==> src/verilog/rxmon_params.svh <==
// rxmon_params.svh: offsets, field positions, reset values and timing counts
`ifndef RXMON_PARAMS_SVH
`define RXMON_PARAMS_SVH

// byte offsets of the monitor map
`define RXMON_OFS_ALARM      7'h1A
`define RXMON_OFS_TEMP_INT   7'h1C
`define RXMON_OFS_TEMP_FRAC  7'h1D
`define RXMON_OFS_V33_MSB    7'h20
`define RXMON_OFS_V25_MSB    7'h22
`define RXMON_OFS_RSV_FIRST  7'h24
`define RXMON_OFS_RSV_LAST   7'h3F
`define RXMON_OFS_PWR_FIRST  7'h40
`define RXMON_OFS_PWR_LAST   7'h57
// own registers: interrupt status and mask
`define RXMON_OFS_IRQ_STAT   7'h78
`define RXMON_OFS_IRQ_MASK   7'h79

// alarm byte field positions
`define RXMON_BIT_LO_CH3     6
`define RXMON_BIT_HI_CH2     3
`define RXMON_BIT_LO_CH2     2

// interrupt status bit positions
`define RXMON_IRQ_ALARM      0
`define RXMON_IRQ_SAMPLE     1

// reset values
`define RXMON_RST_BYTE       8'h00
`define RXMON_RST_MASK       8'h00

// measurement sample interval
`define RXMON_SAMPLE_NS      1000
`define RXMON_CLK_MHZ        200

`endif

==> src/verilog/rxmon_pkg.sv <==
// rxmon_pkg.sv: types shared by the monitor register bank
package rxmon_pkg;
   typedef logic [6:0] rxmon_addr_t;
   typedef logic [7:0] rxmon_byte_t;
   typedef logic [15:0] rxmon_word_t;
endpackage

==> src/verilog/rxmon_pwr_mem.sv <==
// rxmon_pwr_mem.sv: per-channel power word store with registered read
`timescale 1ns/1ps
module rxmon_pwr_mem #(
   parameter int N_WORDS = 12,
   parameter int AW      = 4
) (
   // clock and reset
   input  wire logic          clock_i,
   input  wire logic          resetn_i,
   // write port
   input  wire logic          wr_en_i,
   input  wire logic [AW-1:0] wr_addr_i,
   input  wire logic [15:0]   wr_data_i,
   // read port
   input  wire logic [AW-1:0] rd_addr_i,
   output logic [15:0]        rd_data_o
);
   logic [15:0] mem_r [N_WORDS];

   // word storage, cleared at reset
   always_ff @(posedge clock_i or negedge resetn_i) begin
      if (!resetn_i) begin
         for (int i = 0; i < N_WORDS; i++) begin
            mem_r[i] <= 16'h0000;
         end
      end else if (wr_en_i && (int'(wr_addr_i) < N_WORDS)) begin
         mem_r[wr_addr_i] <= wr_data_i;
      end
   end

   // registered read
   always_ff @(posedge clock_i or negedge resetn_i) begin
      if (!resetn_i) begin
         rd_data_o <= 16'h0000;
      end else if (int'(rd_addr_i) < N_WORDS) begin
         rd_data_o <= mem_r[rd_addr_i];
      end else begin
         rd_data_o <= 16'h0000;
      end
   end
endmodule // rxmon_pwr_mem

==> src/verilog/rxmon_bank.sv <==
// rxmon_bank.sv: receiver monitor and alarm register bank
`timescale 1ns/1ps
`include "rxmon_params.svh"

// Operation
// - power alarms latch, clear when host reads
// - byte 26 bit 6: ch3 low alarm
// - byte 26 bit 3: ch2 high alarm
// - byte 26 bit 2: ch2 low alarm
// - temperature high byte: signed integer part
// - temperature low byte: 1/256 degree fraction
// - supply words: 16 bit, 100 uV, MSB first
// - 3.3 V monitor at bytes 32-33
// - 2.5 V monitor at bytes 34-35
// - power words: 16 bit, 0.1 uW, MSB first
// - ch11 at 64, ch10 at 66, downward
// - bytes 36 to 63 read zero
module rxmon_bank #(
   parameter int N_CH = 12
) (
   // clock and reset
   input  wire logic                 clock_i,
   input  wire logic                 resetn_i,
   // host register port
   input  wire rxmon_pkg::rxmon_addr_t addr_i,
   input  wire rxmon_pkg::rxmon_byte_t wdata_i,
   input  wire logic                 wr_i,
   input  wire logic                 rd_i,
   output rxmon_pkg::rxmon_byte_t    rdata_o,
   // alarm conditions from the analog front end (asynchronous)
   input  wire logic                 lo_alarm_ch3_i,
   input  wire logic                 hi_alarm_ch2_i,
   input  wire logic                 lo_alarm_ch2_i,
   // measurements from the front end, same clock
   input  wire logic [15:0]          temp_i,
   input  wire logic [15:0]          v33_i,
   input  wire logic [15:0]          v25_i,
   input  wire logic                 pwr_vld_i,
   input  wire logic [3:0]           pwr_ch_i,
   input  wire logic [15:0]          pwr_i,
   // interrupt
   output logic                      irq_o
);
   import rxmon_pkg::*;

   localparam int SAMPLE_CYC =
      (`RXMON_SAMPLE_NS * `RXMON_CLK_MHZ) / 1000;

   // =========================================================
   // helpers
   // =========================================================
   // byte offset to power channel index, ch11 at the first slot
   function automatic logic [3:0] pwr_chan(input rxmon_addr_t a);
      logic [6:0] slot;
      slot = (a - `RXMON_OFS_PWR_FIRST) >> 1;
      pwr_chan = 4'(N_CH - 1) - slot[3:0];
   endfunction

   function automatic logic in_pwr(input rxmon_addr_t a);
      in_pwr = (a >= `RXMON_OFS_PWR_FIRST) && (a <= `RXMON_OFS_PWR_LAST);
   endfunction

   // =========================================================
   // input synchronisers
   // =========================================================
   logic [2:0] alm_meta_r;
   logic [2:0] alm_sync_r;

   // two flops for the asynchronous alarm levels
   always_ff @(posedge clock_i or negedge resetn_i) begin
      if (!resetn_i) begin
         alm_meta_r <= 3'h0;
         alm_sync_r <= 3'h0;
      end else begin
         alm_meta_r <= {lo_alarm_ch3_i, hi_alarm_ch2_i, lo_alarm_ch2_i};
         alm_sync_r <= alm_meta_r;
      end
   end

   // =========================================================
   // sample divider
   // =========================================================
   logic [15:0] div_r;
   logic        tick_r;

   // enable pulse once per sample interval
   always_ff @(posedge clock_i or negedge resetn_i) begin
      if (!resetn_i) begin
         div_r  <= 16'h0000;
         tick_r <= 1'b0;
      end else if (div_r == 16'(SAMPLE_CYC - 1)) begin
         div_r  <= 16'h0000;
         tick_r <= 1'b1;
      end else begin
         div_r  <= div_r + 16'h0001;
         tick_r <= 1'b0;
      end
   end

   // =========================================================
   // measurement snapshots
   // =========================================================
   logic [15:0] temp_r;
   logic [15:0] v33_r;
   logic [15:0] v25_r;

   // capture analog readings on each sample tick
   always_ff @(posedge clock_i or negedge resetn_i) begin
      if (!resetn_i) begin
         temp_r <= 16'h0000;
         v33_r  <= 16'h0000;
         v25_r  <= 16'h0000;
      end else if (tick_r) begin
         temp_r <= temp_i;
         v33_r  <= v33_i;
         v25_r  <= v25_i;
      end
   end

   // =========================================================
   // alarm latch (clear on read)
   // =========================================================
   logic [7:0] alarm_r;
   logic [7:0] alarm_set;
   logic       rd_alarm;

   assign rd_alarm = rd_i && (addr_i == `RXMON_OFS_ALARM);

   // map conditions onto their bits, reserved bits stay zero
   always_comb begin
      alarm_set = 8'h00;
      alarm_set[`RXMON_BIT_LO_CH3] = alm_sync_r[2];
      alarm_set[`RXMON_BIT_HI_CH2] = alm_sync_r[1];
      alarm_set[`RXMON_BIT_LO_CH2] = alm_sync_r[0];
   end

   // sticky bits, a new event beats the read clear
   always_ff @(posedge clock_i or negedge resetn_i) begin
      if (!resetn_i) begin
         alarm_r <= `RXMON_RST_BYTE;
      end else if (rd_alarm) begin
         alarm_r <= alarm_set;
      end else begin
         alarm_r <= alarm_r | alarm_set;
      end
   end

   // =========================================================
   // power word store
   // =========================================================
   logic [15:0] pwr_rd;
   logic        pwr_hi_r;

   rxmon_pwr_mem #(
      .N_WORDS (N_CH),
      .AW      (4)
   ) u_pwr_mem (
      .clock_i   (clock_i),
      .resetn_i  (resetn_i),
      .wr_en_i   (pwr_vld_i),
      .wr_addr_i (pwr_ch_i),
      .wr_data_i (pwr_i),
      .rd_addr_i (pwr_chan(addr_i)),
      .rd_data_o (pwr_rd)
   );

   // remember which half of a power word was addressed
   always_ff @(posedge clock_i or negedge resetn_i) begin
      if (!resetn_i) begin
         pwr_hi_r <= 1'b0;
      end else if (rd_i) begin
         pwr_hi_r <= ~addr_i[0];
      end
   end

   // =========================================================
   // interrupt status and mask
   // =========================================================
   logic [7:0] irq_stat_r;
   logic [7:0] irq_mask_r;
   logic [7:0] irq_ev;
   logic [7:0] w1c;
   logic [7:0] alarm_prev_r;

   // previous alarm inputs for rise detection
   always_ff @(posedge clock_i or negedge resetn_i) begin
      if (!resetn_i) begin
         alarm_prev_r <= 8'h00;
      end else begin
         alarm_prev_r <= alarm_set;
      end
   end

   // events: an alarm rises, or a sample was taken
   always_comb begin
      irq_ev = 8'h00;
      irq_ev[`RXMON_IRQ_ALARM]  = |(alarm_set & ~alarm_prev_r);
      irq_ev[`RXMON_IRQ_SAMPLE] = tick_r;
      w1c = 8'h00;
      if (wr_i && (addr_i == `RXMON_OFS_IRQ_STAT)) begin
         w1c = wdata_i;
      end
   end

   // sticky status, set wins over write-one-clear
   always_ff @(posedge clock_i or negedge resetn_i) begin
      if (!resetn_i) begin
         irq_stat_r <= `RXMON_RST_BYTE;
      end else begin
         irq_stat_r <= (irq_stat_r & ~w1c) | irq_ev;
      end
   end

   // mask register, the only fully writable location; status takes write-one-clear
   always_ff @(posedge clock_i or negedge resetn_i) begin
      if (!resetn_i) begin
         irq_mask_r <= `RXMON_RST_MASK;
      end else if (wr_i && (addr_i == `RXMON_OFS_IRQ_MASK)) begin
         irq_mask_r <= wdata_i;
      end
   end

   // level interrupt from a flop
   always_ff @(posedge clock_i or negedge resetn_i) begin
      if (!resetn_i) begin
         irq_o <= 1'b0;
      end else begin
         irq_o <= |(((irq_stat_r & ~w1c) | irq_ev) & irq_mask_r);
      end
   end

   // =========================================================
   // read path
   // =========================================================
   logic       rd_d_r;
   logic       rd_pwr_r;
   logic [7:0] rd_byte_r;

   // decode non-memory bytes, everything else reads zero
   always_ff @(posedge clock_i or negedge resetn_i) begin
      if (!resetn_i) begin
         rd_byte_r <= 8'h00;
         rd_pwr_r  <= 1'b0;
         rd_d_r    <= 1'b0;
      end else begin
         rd_d_r   <= rd_i;
         rd_pwr_r <= rd_i && in_pwr(addr_i);
         if (rd_i) begin
            unique case (addr_i)
               `RXMON_OFS_ALARM:     rd_byte_r <= alarm_r;
               `RXMON_OFS_TEMP_INT:  rd_byte_r <= temp_r[15:8];
               `RXMON_OFS_TEMP_FRAC: rd_byte_r <= temp_r[7:0];
               `RXMON_OFS_V33_MSB:   rd_byte_r <= v33_r[15:8];
               7'h21:                rd_byte_r <= v33_r[7:0];
               `RXMON_OFS_V25_MSB:   rd_byte_r <= v25_r[15:8];
               7'h23:                rd_byte_r <= v25_r[7:0];
               `RXMON_OFS_IRQ_STAT:  rd_byte_r <= irq_stat_r;
               `RXMON_OFS_IRQ_MASK:  rd_byte_r <= irq_mask_r;
               default:              rd_byte_r <= 8'h00;
            endcase
         end
      end
   end

   // read data stands in the cycle after the strobe only
   always_comb begin
      if (!rd_d_r) begin
         rdata_o = 8'h00;
      end else if (rd_pwr_r) begin
         rdata_o = pwr_hi_r ? pwr_rd[15:8] : pwr_rd[7:0];
      end else begin
         rdata_o = rd_byte_r;
      end
   end
endmodule // rxmon_bank

==> config.mk <==
export PLATFORM = sky130hd
export DESIGN_NAME = rxmon_bank
export DESIGN_NICKNAME = d
export VERILOG_FILES = /design/src/verilog/rxmon_pkg.sv /design/src/verilog/rxmon_pwr_mem.sv /design/src/verilog/rxmon_bank.sv
export VERILOG_INCLUDE_DIRS = /design/src /design/src/verilog
export SDC_FILE = /design/constraint.sdc
export NUM_CORES = 1
export LEC_CHECK = 0
export BUFFER_PORTS_ARGS = -buffer_cell sky130_fd_sc_hd__clkbuf_2
export CAP_MARGIN = 25
export CORE_MARGIN = 4
export CORE_UTILIZATION = 30
export CTS_CLUSTER_DIAMETER = 200
export DETAILED_ROUTE_END_ITERATION = 12
export SYNTH_ARGS = -nofsm -noshare
export SYNTH_HDL_FRONTEND = slang
export SYNTH_SLANG_ARGS = --single-unit
==> constraint.sdc <==
create_clock -name clock_i -period 1.8 [get_ports clock_i]
set_input_delay 0.36 -clock clock_i [delete_from_list [all_inputs] [get_ports clock_i]]
set_output_delay 0.36 -clock clock_i [all_outputs]
set_load 0.01 [all_outputs]
; Word-level counts from Yosys, hierarchy flattened
; Index checks and enable logic that the tools add are counted.
[classes]
bitwise_logic = 10
n_addsub = 3
n_lt_le_gt_ge = 7
muxes = 15
eq_ne = 10
n_reduce_logical = 9
[op_table]
columns = op, count
row1 = $bwmux W192, 1
row2 = $mux W16, 5
row3 = $pmux W8 S9, 1
row4 = $bmux W16 S4, 1
row5 = $demux W16 S4, 1
row6 = $mux W8, 5
row7 = $eq A7 B6 Y1 const B, 4
row8 = $eq A7 B5 Y1 const B, 3
row9 = $add A16 B1 Y16 const B, 1
row10 = $and A8 B8 Y8, 2
row11 = $eq A16 B8 Y1 const B, 1
row12 = $reduce_or A8 Y1, 2
row13 = $eq A7 B7 Y1 const B, 2
row14 = $ge A5 B5 Y1 const B, 2
row15 = $not A4 Y5, 2
row16 = $and A7 B8 Y8, 1
row17 = $lt A4 B4 Y1 const B, 2
row18 = $not A7 Y8, 1
row19 = $not A8 Y8, 1
row20 = $or A8 B2 Y8, 1
row21 = $or A8 B7 Y8, 1
row22 = $ge A7 B7 Y1 const B, 1
row23 = $le A7 B7 Y1 const B, 1
row24 = $logic_and A1 B1 Y1, 7
row25 = other kinds (5), 5
[totals]
elab_cells = 83
out_inout_bits = 9
input_bits = 91
reg_bits = 318

; Depth between registers and ports, before layout
; Gate-level depths: netlist (run 1).
[logic_depth]
depth_word = 8
mapped_depth = 7
mapped_depth_nobuf = 5

; Hierarchy
; Synthesis (run 1) repeated with hierarchy kept, for this count alone.
[hier_totals]
hier_cells = 949
hier_area_um2 = 14133.6
[modules_own_cells]
columns = module, cells_per_inst, area_each_um2, n_inst, seq_area_each_um2
row1 = rxmon_pwr_mem, 564, 9237.6, 1, 5205.0
row2 = rxmon_bank, 385, 4895.9, 1, 2627.5

; Worst setup path before layout (run 1)
; Ideal clock, no wire load.
[synth_timing]
path_kind = input to register
start = input port addr_i[3]
end = register u_pwr_mem.rd_data_o[10]
stages = 7
setup_ns = 0.099
path_buffers = 3
required_time_ns = 1.701
t_arrival_ns = 1.735
path_slack_ns = -0.035
cell_sequence = buf_4 inv_1 clkbuf_1 ha_1 clkbuf_1 a21oi_1 a311oi_1
[synth_between]
elab_chain_len = 7
word_cells_on_any_way = 8
cone_classes = add/sub (2) / order compare (1) / mux (4) / bitwise (1)
[synth_lines]
columns = element, line_no
row1 = from (decl), rxmon_bank.sv:25  ; input wire rxmon_pkg::rxmon_addr_t addr_i,
row2 = $sub A5 B1 Y5 (no source line) (*), n/a
row3 = $sub A4 B4 Y4 (*), rxmon_bank.sv:56  ; pwr_chan = 4'(N_CH - 1) - slot[3:0];
row4 = $not A4 Y5 (implied by the code), rxmon_pwr_mem.sv:36  ; rd_data_o <= mem_r[rd_addr_i];
row5 = $bmux W16 S4, rxmon_pwr_mem.sv:36
row6 = $mux W16 (implied by the code) (2 in a row), rxmon_pwr_mem.sv:36
row7 = $mux W16 (*), rxmon_pwr_mem.sv:35  ; end else if (int'(rd_addr_i) < N_WORDS) begin
row8 = to (signal assigned), rxmon_pwr_mem.sv:36
row9 = to (decl), rxmon_pwr_mem.sv:16  ; output logic [15:0] rd_data_o
; Mark *: on every way between the ends. The rest lies on a longest branch, timed or not. The select of a mux whose other input is x is not followed.
; A chain may end at the register's enable or synchronous reset.

; Worst setup path after layout (run 1)
[layout_timing]
start = register pwr_hi_r
end = output port rdata_o[6]
[layout_between]
elab_chain_len = 3
[layout_lines]
columns = element, line_no
row1 = from (decl), rxmon_bank.sv:152  ; logic pwr_hi_r;
row2 = from (signal assigned), rxmon_bank.sv:172  ; pwr_hi_r <= ~addr_i[0];
row3 = $mux W8, rxmon_bank.sv:270  ; rdata_o = pwr_hi_r ? pwr_rd[15:8] : pwr_rd[7:0];
row4 = $mux W8, rxmon_bank.sv:269  ; end else if (rd_pwr_r) begin
row5 = $mux W8, rxmon_bank.sv:267  ; if (!rd_d_r) begin
row6 = to (decl), rxmon_bank.sv:29  ; output rxmon_pkg::rxmon_byte_t rdata_o,
; Every way passes these cells.

==> results of run 1 <==
## area by class of cell
class / instances / area share
Timing Repair Buffer: 210 / 0.100
Multi-Input combinational cell: 607 / 0.345
Inverter: 15 / 0.00324
Clock buffer: 46 / 0.0525
Sequential cell: 313 / 0.451
Tap cell: 607 / 0.0437
Clock inverter: 6 / 0.00403
## cells by family (layout without fill, tap and decap cells)
kind of cell | count (synthesis) | after routing | share of synthesized area
mux | 317 | 317 | 0.287
flops | 313 | 313 | 0.551
simple gates | 175 | 175 | 0.0666
compound gates | 98 | 98 | 0.0530
buf+inv | 92 | 277 | 0.0303
xor+xnor | 13 | 13 | 0.00801
fa+ha+maj | 4 | 4 | 0.00352
## worst reg2reg max path, cell delays in order, from the launching register on
cell,delay [ps]
dfrtp_1,400
mux4_2,490
a211oi_1,370
buf_4,190
o2bb2ai_1,60
## placed cells by master (no fill, tap or decap), types with 19 or more instances in the layout
| master | count |
|---|---|
| dfrtp_1 | 310 |
| mux2_2 | 249 |
| clkbuf_2 | 94 |
| buf_4 | 66 |
| nand2_1 | 64 |
| mux4_2 | 48 |
| clkbuf_16 | 32 |
| buf_12 | 26 |
| nor2_1 | 21 |
| dlygate4sd3_1 | 19 |
## cells in the mapped netlist, drive strengths merged, types with 8 or more instances
library cell | number | share of area
o211a | 8 | 0.0056
nor2 | 22 | 0.0063
nand2 | 67 | 0.018
dfrtp | 313 | 0.55
a31oi | 8 | 0.0035
o21ai | 10 | 0.0035
nand3 | 10 | 0.0035
nor3 | 10 | 0.0035
nor4 | 10 | 0.0048
buf | 40 | 0.017
mux4 | 48 | 0.076
a32oi | 8 | 0.0049
a21oi | 14 | 0.0049
inv | 14 | 0.0037
a311oi | 17 | 0.010
xnor2 | 8 | 0.0049
nand2b | 10 | 0.0044
mux2 | 249 | 0.20
mux2i | 20 | 0.014
clkbuf | 37 | 0.0098
## power groups by stage
stage	Sequential, uW	Clock, uW	Combinational (uW)
floorplan	8570	0	1810
global placement	8720	0	2510
detailed placement	8780	0	2580
CTS	8660	6520	2640
global route	8780	6820	2870
finish	8670	6310	2610
## registers in the layout, summed over array words and instances (netlist names), 8 cells and up
name	cells
irq_mask_r	8
u_pwr_mem.rd_data_o	16
rd_byte_r	8
irq_stat_r	8
v33_r	16
v25_r	16
temp_r	16
div_r	16
u_pwr_mem.mem_r	192
## routing by layer
| metal | routed length [um] | vias to the layer above | track usage |
|---|---|---|---|
| met5 | 21 | - | 0 |
| met4 | 702 | 4 | 0.0292 |
| met3 | 1540 | 49 | 0.0224 |
| met2 | 17800 | 190 | 0.236 |
| met1 | 16600 | 4620 | 0.203 |
| li1 | - | 4070 | - |
## stage by stage
step | TNS [ps] | util
finish | -2410 | 0.372
floorplan | 0 | -
global placement | -273 | 0.345
detailed placement | -267 | 0.345
CTS | -2710 | 0.371
global route | -3030 | 0.372
## worst min path at each step
stage | depth (start not counted) | to | from | slack [ps]
after global routing | 2 | v25_r[12] | v25_i[12] | 3
after global placement | 1 | irq_stat_r[0] | resetn_i | 260
after CTS | 2 | v33_r[11] | v33_i[11] | 2
after floorplan | 0 | alarm_prev_r[2] | resetn_i | 60
after detailed placement | 1 | irq_stat_r[0] | resetn_i | 260
final | 2 | temp_r[14] | temp_i[14] | 30
## timing repair
item	CTS	global route
hold endpoints to repair	47	0
gates resized for setup	3	11
hold buffers	19	0
cloned	0	1
endpoints found under the setup margin	8	8
==> metrics, run 1 <==
register area share after synthesis=0.551; #FFs+latches synth=313; Syn Std Cell Area=14200 um2; Max stage delay cell, worst path=dfrtp_2; total power=17600 uW; yosys warns=0; setup bufs post-CTS=0; Die Y=226 um; clock skew=11.5 ps; DR iter-0 viols=599; final slew viol count=0; share of layout cells above drive strength 1=0.463; Pwr Density=1010 nW/um2; post-synthesis async set-or-reset flop share=1.00; GRT overflow=0; area grow syn2layout=22.2%; Post-Place Worst Slack=-94.0 ps; Post-synth EDFFs=0; row count=79; Lkg Pwr=0.00779 uW; Critical Path RT=1440 ps; synth unique cells=63; largest net degree at the start of global routing=61; final setup violation count=8; total die area=50900 um2; syn_area_per_cell=14.0 um2; FF-to-FF End=rd_byte_r[0]; Cell Int Power=13300 uW; Num CTS Buffers=31; CP endpoint=rdata_o[6]; total track usage=0.144; Crit path buffers/inverters=2; RR Startpoint=v25_r[0]; Reg2Reg Setup Slack=180 ps; CP Launch Type=flop; drt pass-1 iters=5; Primary FF master, synth=dfrtp_1; CP max FO=5; vias=8933; first-pass GRT wire length=57000 um; worst hold path type=in2reg; vias in the first global route=9455; hold_ws=29.8 ps; Final Hold Viols=0; I/O pin count=100; Largest delay share family, worst path=flip-flops; crit end category=output port; Net Sw Frac=0.242; Tightest Pin Transition=453 ps; TritonCTS clock tree=yes; CTS Buffer Depth=3; ANT nets after route=0; sw power=4250 uW; clk sinks=313; IO buf count=99; status=finished with violations; maximum vdd drop=0.000737 V; gpl congestion=0.886; max cap viols=0; period utilisation layout=1.20; CTS Root Cell=clkbuf_16; Starting Density=0.305; CP Cell Sequence=buf_12 > mux2i_4 > nand2_1 > o211a_1 > buf_2; register area=7840 um2; crit-path max cell delay=440 ps; residual DRC count=0; Crit Path Class=reg2out; DP Wirelength=25300 um; Slew HR=0.696; initial antenna violation count=2; CTS clock-pin slew for the worst setup and hold paths=60 ps; Avg WL per Cell=20.3 um; H-tree depth=1; Fmax=464 MHz; Die W=226 um; Syn Inst Count=1012; clock network power share=0.359; fin cells=1804; Mapped Nets=1107; Crit. path cell count=5; R2R cell count=4; fin crit period=2160 ps; multi-input logic area=5990 um2; placed cell count=1732; fillers=4483; Nets=1273; vias per cell=4.95; Setup WS post-layout=-355 ps; placed inst area=16100 um2; DRT Wirelength=36700 um; Comb pwr share=0.148; Inserted Diodes=0; clock latency on the worst-skew pair=580 ps; Critical Path Source=pwr_hi_r; core area=46700 um2; Final Instance Area=17400 um2; crit path DAT=1800 ps; unrepaired setup endpoints after global routing=true; failing checks=negative setup slack; Seq pwr share=0.493
Note: power is estimated with default switching activity, not from simulation.
==> inputs of run 2 (changes only) <==
Settings changed: SYNTH_HIERARCHICAL set to 1.
==> run 2 against run 1 <==
Compared with the run above: the run still ends with negative setup slack left; combinational power rose by 3%; first-iteration DRC count fell by 24%; total power rose by 6.9%; synthesized cell count fell by 6.2%; largest power group unchanged; largest cell class unchanged; non-clock buffer count fell by 27; flip-flop and latch count did not move; hold slack improved by 18 ps; sequential share of layout area rose by 0.16 points; count of clock-buffer cells in the layout rose by 7; maximum frequency fell by 0.93%; via count fell by 5.1%; design area fell by 0.37%.
==> metrics, run 2 <==
yosys warns=6; total die area=50600 um2; Avg WL per Cell=19.9 um; most common cell in the netlist=dfrtp_1; gpl congestion=0.819; vias in the first global route=9350; crit-path max cell delay=440 ps; Comb pwr share=0.144; drt pass-1 iters=4; Largest register FFs=192; register area share after synthesis=0.554; clock skew=14.9 ps; #FFs+latches synth=313; most frequent cells in the layout=311 x dfrtp_1, 216 x mux2_2, 94 x clkbuf_2; initial antenna violation count=0; R2R cell count=4; Tightest Pin Transition=454 ps; Crit. path cell count=6; Slew HR=0.697; cells taking the most area after synthesis=dfrtp_1 55%, mux2_2 17%, mux4_2 7.8%; Util after Layout=0.372; Setup WS post-layout=-375 ps; most frequent cells after synthesis=313 x dfrtp_1, 216 x mux2_2, 49 x mux4_2; CP max FO=5; placed cell count=1670; CTS Root Cell=clkbuf_16; Pwr Density=1090 nW/um2; CP Launch Type=flop; I/O pin count=100; DR iter-0 viols=453; core area=46600 um2; Starting Density=0.304; final setup violation count=8; share of layout cells above drive strength 1=0.492; CP Cell Sequence=buf_12 > mux2i_2 > buf_4 > nand2_1 > o211a_1 > clkbuf_2; area grow syn2layout=22.4%; ANT nets after route=0; total power=18800 uW; post-synthesis async set-or-reset flop share=1.00; Net Sw Frac=0.240; row count=79; Mapped Nets=1044; Final Hold Viols=0; Num CTS Buffers=36; residual DRC count=0; maximum vdd drop=0.000811 V; IO buf count=99; H-tree depth=2; crit end category=output port; Lkg Pwr=0.00791 uW; Largest delay share family, worst path=buffers and inverters; DRT Wirelength=34600 um; max cap viols=0; Fmax=460 MHz; worst hold path type=in2reg; hold_ws=47.6 ps; RR Startpoint=v33_r[0]; final slew viol count=0; CP endpoint=rdata_o[3]; first-pass GRT wire length=54900 um; unrepaired setup endpoints after global routing=true; fin crit period=2180 ps; vias=8478; Critical Path Source=pwr_hi_r; most common cell after layout, fill and taps aside=dfrtp_1; Seq pwr share=0.465; synth unique cells=63; Crit Path Class=reg2out; Nets=1201; largest net degree at the start of global routing=54; DP Wirelength=23000 um; status=finished with violations; total track usage=0.137; TritonCTS clock tree=yes; FF-to-FF End=rd_byte_r[0]; GRT overflow=0; Cell Int Power=14300 uW; Biggest register=u_pwr_mem/mem_r; clock latency on the worst-skew pair=530 ps; clk sinks=313; top cell type's share of synthesized area=0.554; Post-Place Worst Slack=-149 ps; period utilisation layout=1.21; Crit path buffers/inverters=3; sw power=4520 uW; Primary FF master, synth=dfrtp_1; Syn Inst Count=949; clock network power share=0.391; crit path DAT=1820 ps; Post-synth EDFFs=0; post-synth top area cell=dfrtp_1; Die Y=225 um; syn_area_per_cell=14.9 um2; Max stage delay cell, worst path=dfrtp_2; CTS Buffer Depth=3; Critical Path RT=1440 ps; failing checks=negative setup slack; Syn Std Cell Area=14100 um2; CTS clock-pin slew for the worst setup and hold paths=60 ps; fin cells=1740; Reg2Reg Setup Slack=160 ps; Die W=225 um; vias per cell=4.87
## run 2: cell types whose count changed after synthesis, moves of 7 or more
| cell | delta |
|---|---|
| a21oi_1 | -13 |
| a22oi_1 | +19 |
| a311oi_1 | -16 |
| inv_1 | +18 |
| mux2_2 | -33 |
| mux2_4 | +30 |
| mux2i_1 | -7 |
| nand2_1 | -37 |
| nor2_1 | -12 |
| nor2_2 | +8 |
| o21ai_0 | +11 |
## run 2: area by class of cell
class / count / area (um2)
fill: 4365 / 29300
inverter: 33 / 124
timing repair buffer: 183 / 1520
sequential: 313 / 7840
clock buffer: 53 / 1020
tap: 607 / 759
clock inverter: 11 / 164
antenna: 1 / 2.50
multi-input combinational: 539 / 5870
## run 2: what timing repair did
action,in CTS,in global routing
hold endpoints to repair,45,0
hold buffers,4,0
endpoints found under the setup margin,8,8
setup buffers,1,0
resized for setup,3,17
cloned,0,1
## run 2: worst min path at each step
stage | cells past startpoint | slack (ps) | start | to
finish | 3 | 50 | temp_i[10] | temp_r[10]
global route | 2 | 50 | v33_i[9] | v33_r[9]
CTS | 3 | 30 | temp_i[10] | temp_r[10]
detailed placement | 1 | 320 | resetn_i | div_r[3]
global placement | 1 | 320 | resetn_i | div_r[0]
floorplan | 0 | 60 | resetn_i | alarm_prev_r[2]
## run 2: through the flow
step | setup TNS (ps) | instance area [um2]
after detailed placement | -2460 | 16000
after global placement | -2190 | 16000
final | -2380 | 17300
after floorplan | 0 | 14200
after CTS | -2410 | 17200
after global routing | -3080 | 17300
## run 2: kinds of logic after synthesis
logic type                 Yosys count  share of synthesized area
AOI/OAI and AO/OA                   91                     0.0485
xor gates and xnor gates            14                    0.00868
adders and majority gates            4                    0.00354
buffers and inverters               97                     0.0340
DFF                                313                      0.554
muxes                              314                      0.302
and+or+nand+nor                    116                     0.0487
## run 2: worst min-delay path, delay by kind of cell
kind / cells / cell delay [ps]
buffers and inverters: 1 / 80
and+or+nand+nor: 1 / 40
AOI/OAI and AO/OA: 1 / 60
## run 2: metal layers
| layer | global-route usage | wire length (um) | up-vias | share of wire |
|---|---|---|---|---|
| li1 | - | - | 3814 | - |
| met1 | 0.188 | 15900 | 4475 | 0.46 |
| met2 | 0.225 | 16600 | 141 | 0.48 |
| met3 | 0.0270 | 1410 | 48 | 0.041 |
| met4 | 0.0352 | 731 | 0 | 0.021 |
| met5 | 0 | 0 | - | 0 |
## run 2: power groups by stage
stage / Sequential (uW) / Combinational (uW) / Clock [uW]
CTS: 8740 / 2710 / 7560
finish: 8750 / 2700 / 7350
global route: 8880 / 2950 / 7840
global placement: 8800 / 2600 / 0
detailed placement: 8840 / 2680 / 0
floorplan: 8620 / 1900 / 0
==> inputs of run 3 (changes only) <==
Settings changed: ABC_AREA set to 1, CORE_UTILIZATION 30 to 35.
==> run 3 against run 2 <==
Compared with the run above: the flow still finishes with violations (negative setup slack); synthesized cell count up 86%; clock skew is 0.88 ps lower; largest power group unchanged; non-clock buffer count decreased by 14; maximum frequency up 11%; register-to-register slack hardly changed; worst setup slack better by 210 ps; highest routed layer unchanged; design area decreased by 1.3%; total power is 2.8% lower; first-iteration DRC count is 110% higher; global-route usage is 4.5 points higher; critical path depth is 2 lower.
==> metrics, run 3 <==
H-tree depth=2; CP Launch Type=flop; WHS Endpoint=v25_r[2]; crit-path max cell delay=460 ps; post-synth top area cell=dfrtp_1; final slew viol count=0; Starting Density=0.358; Syn Std Cell Area=14400 um2; max cap viols=0; final setup violation count=8; DP Wirelength=27200 um; Die W=211 um; Reg2Reg Setup Slack=150 ps; Syn Inst Count=1764; cells taking the most area after synthesis=dfrtp_1 54%, nand2_1 17%, o21ai_0 6.0%; GRT overflow=0; status=finished with violations; drt pass-1 iters=5; most common cell after layout, fill and taps aside=nand2_1; worst hold path type=in2reg; post-synthesis async set-or-reset flop share=1.00; Biggest register=u_pwr_mem/mem_r; Primary FF master, synth=dfrtp_1; most frequent cells after synthesis=648 x nand2_1, 313 x dfrtp_1, 173 x o21ai_0; Critical Path RT=1440 ps; total die area=44400 um2; I/O pin count=100; vias in the first global route=11900; Pwr Density=1070 nW/um2; hold_ws=52.8 ps; clock skew=14.0 ps; share of layout cells above drive strength 1=0.140; ANT nets after route=0; unrepaired setup endpoints after global routing=true; vias=12000; DRT Wirelength=40700 um; first-pass GRT wire length=65200 um; register area share after synthesis=0.545; RR Startpoint=div_r[0]; clock latency on the worst-skew pair=520 ps; Final Hold Viols=0; Tightest Pin Transition=618 ps; residual DRC count=0; TritonCTS clock tree=yes; fin crit period=1960 ps; maximum vdd drop=0.000671 V; CTS Buffer Depth=3; most frequent cells in the layout=647 x nand2_1, 311 x dfrtp_1, 173 x o21ai_0; CTS Root Cell=clkbuf_16; syn_area_per_cell=8.15 um2; initial antenna violation count=0; Avg WL per Cell=16.7 um; hold path cells=3; DR iter-0 viols=940; IO buf count=99; Num CTS Buffers=36; period utilisation layout=1.09; CTS clock-pin slew for the worst setup and hold paths=60 ps; crit path DAT=1600 ps; most common cell in the netlist=nand2_1; Crit Path Class=reg2out; yosys warns=6; Largest delay share family, worst path=flip-flops; Crit path buffers/inverters=3; Util after Layout=0.425; Die Y=211 um; fillers=4063; failing checks=negative setup slack; area grow syn2layout=18.8%; Inserted Diodes=0; CP max FO=6; core area=40200 um2; CP Cell Sequence=buf_12 > o211ai_1 > inv_1 > buf_2; total track usage=0.182; R2R cell count=7; register area=7840 um2; row count=73; gpl congestion=0.857; min-delay src=v25_i[2]; Largest register FFs=192; multi-input logic area=5540 um2; Mapped Nets=1859; vias per cell=4.95; FF-to-FF End=div_r[14]; crit end category=output port; Nets=1976; Fmax=509 MHz; top cell type's share of synthesized area=0.545; Setup WS post-layout=-163 ps; synth unique cells=37; Post-synth EDFFs=0; clk sinks=313; Max stage delay cell, worst path=dfrtp_2; largest net degree at the start of global routing=69; #FFs+latches synth=313; Lkg Pwr=0.00840 uW; Slew HR=0.584
-- run 3: cell types whose count changed after synthesis, moves of 27 or more --
cell,previous run,this run
nor2_1,9,91
o21ai_0,21,173
inv_1,32,134
mux2_4,30,0
mux2_2,216,0
nand2_1,28,648
nand3_1,8,150
a21oi_1,1,28
o211ai_1,0,40
mux4_2,49,0
-- run 3: stage by stage --
stage | instance area, um2 | TNS, ps | power [uW] | instances | setup slack [ps]
after floorplan | 14400 | 0 | 10100 | 1764 | 228
after global placement | 15800 | 0 | 11000 | 2361 | 31.5
after detailed placement | 15800 | 0 | 11000 | 2361 | 44.0
after CTS | 17100 | -1350 | 18500 | 2433 | -189
after global routing | 17100 | -1700 | 19200 | 2434 | -236
final | 17100 | -1120 | 18300 | 2434 | -163
-- run 3: worst max path at each step --
stage                    from                       to  slack (ps)  depth (start not counted)
global route         pwr_hi_r               rdata_o[4]        -240                          6
finish               rd_pwr_r               rdata_o[0]        -160                          4
CTS                  pwr_hi_r               rdata_o[4]        -190                          6
detailed placement  addr_i[2]   u_pwr_mem/rd_data_o[5]          40                         10
global placement    addr_i[2]   u_pwr_mem/rd_data_o[5]          30                         10
floorplan           addr_i[3]  u_pwr_mem/rd_data_o[10]         230                          8
-- run 3: repair_timing --
action | in CTS | in global routing
hold endpoints to repair | 33 | 0
setup buffers | 2 | 1
setup endpoints to repair | 8 | 8
gates resized for setup | 10 | 6
hold buffers | 4 | 0
pin swaps | 6 | 0
-- run 3: tightest hold or removal path: cells and delay by family --
family | cells | cell delay [ps]
buffers and inverters | 1 | 80
AOI/OAI and AO/OA | 1 | 60
and+or+nand+nor | 1 | 40
-- run 3: final cells by class --
cell class	instances	share of cell area
flip-flops and latches	313	0.459
clock buffers	54	0.0645
well taps	525	0.0385
repair buffers	169	0.0766
multi-input cells	1221	0.325
clock inverters	12	0.00616
inverters	140	0.0308
-- run 3: layer usage --
| layer | vias to the layer above | global-route usage | wire length (um) |
|---|---|---|---|
| met5 | - | 0 | 0 |
| met4 | 0 | 0.0476 | 929 |
| met3 | 53 | 0.0299 | 2600 |
| met2 | 367 | 0.290 | 18400 |
| met1 | 5748 | 0.261 | 18800 |
| li1 | 5880 | - | - |
-- run 3: kinds of logic after synthesis --
| logic type | share of synthesized area |
|---|---|
| AND/OR/NAND/NOR | 0.267 |
| flip-flops | 0.545 |
| XOR/XNOR | 0.00731 |
| adder cells (fa/ha/maj) | 0.00348 |
| AO/OA/AOI/OAI | 0.106 |
| buffers and inverters | 0.0711 |
-- run 3: where the power goes --
group	total (uW)	switching (uW)	internal, uW	leakage (uW)
Combinational	2360	1420	934	0.00412
Clock	7320	2930	4400	0.000594
Sequential	8600	532	8070	0.00368
Total	18300	4880	13400	0.00840
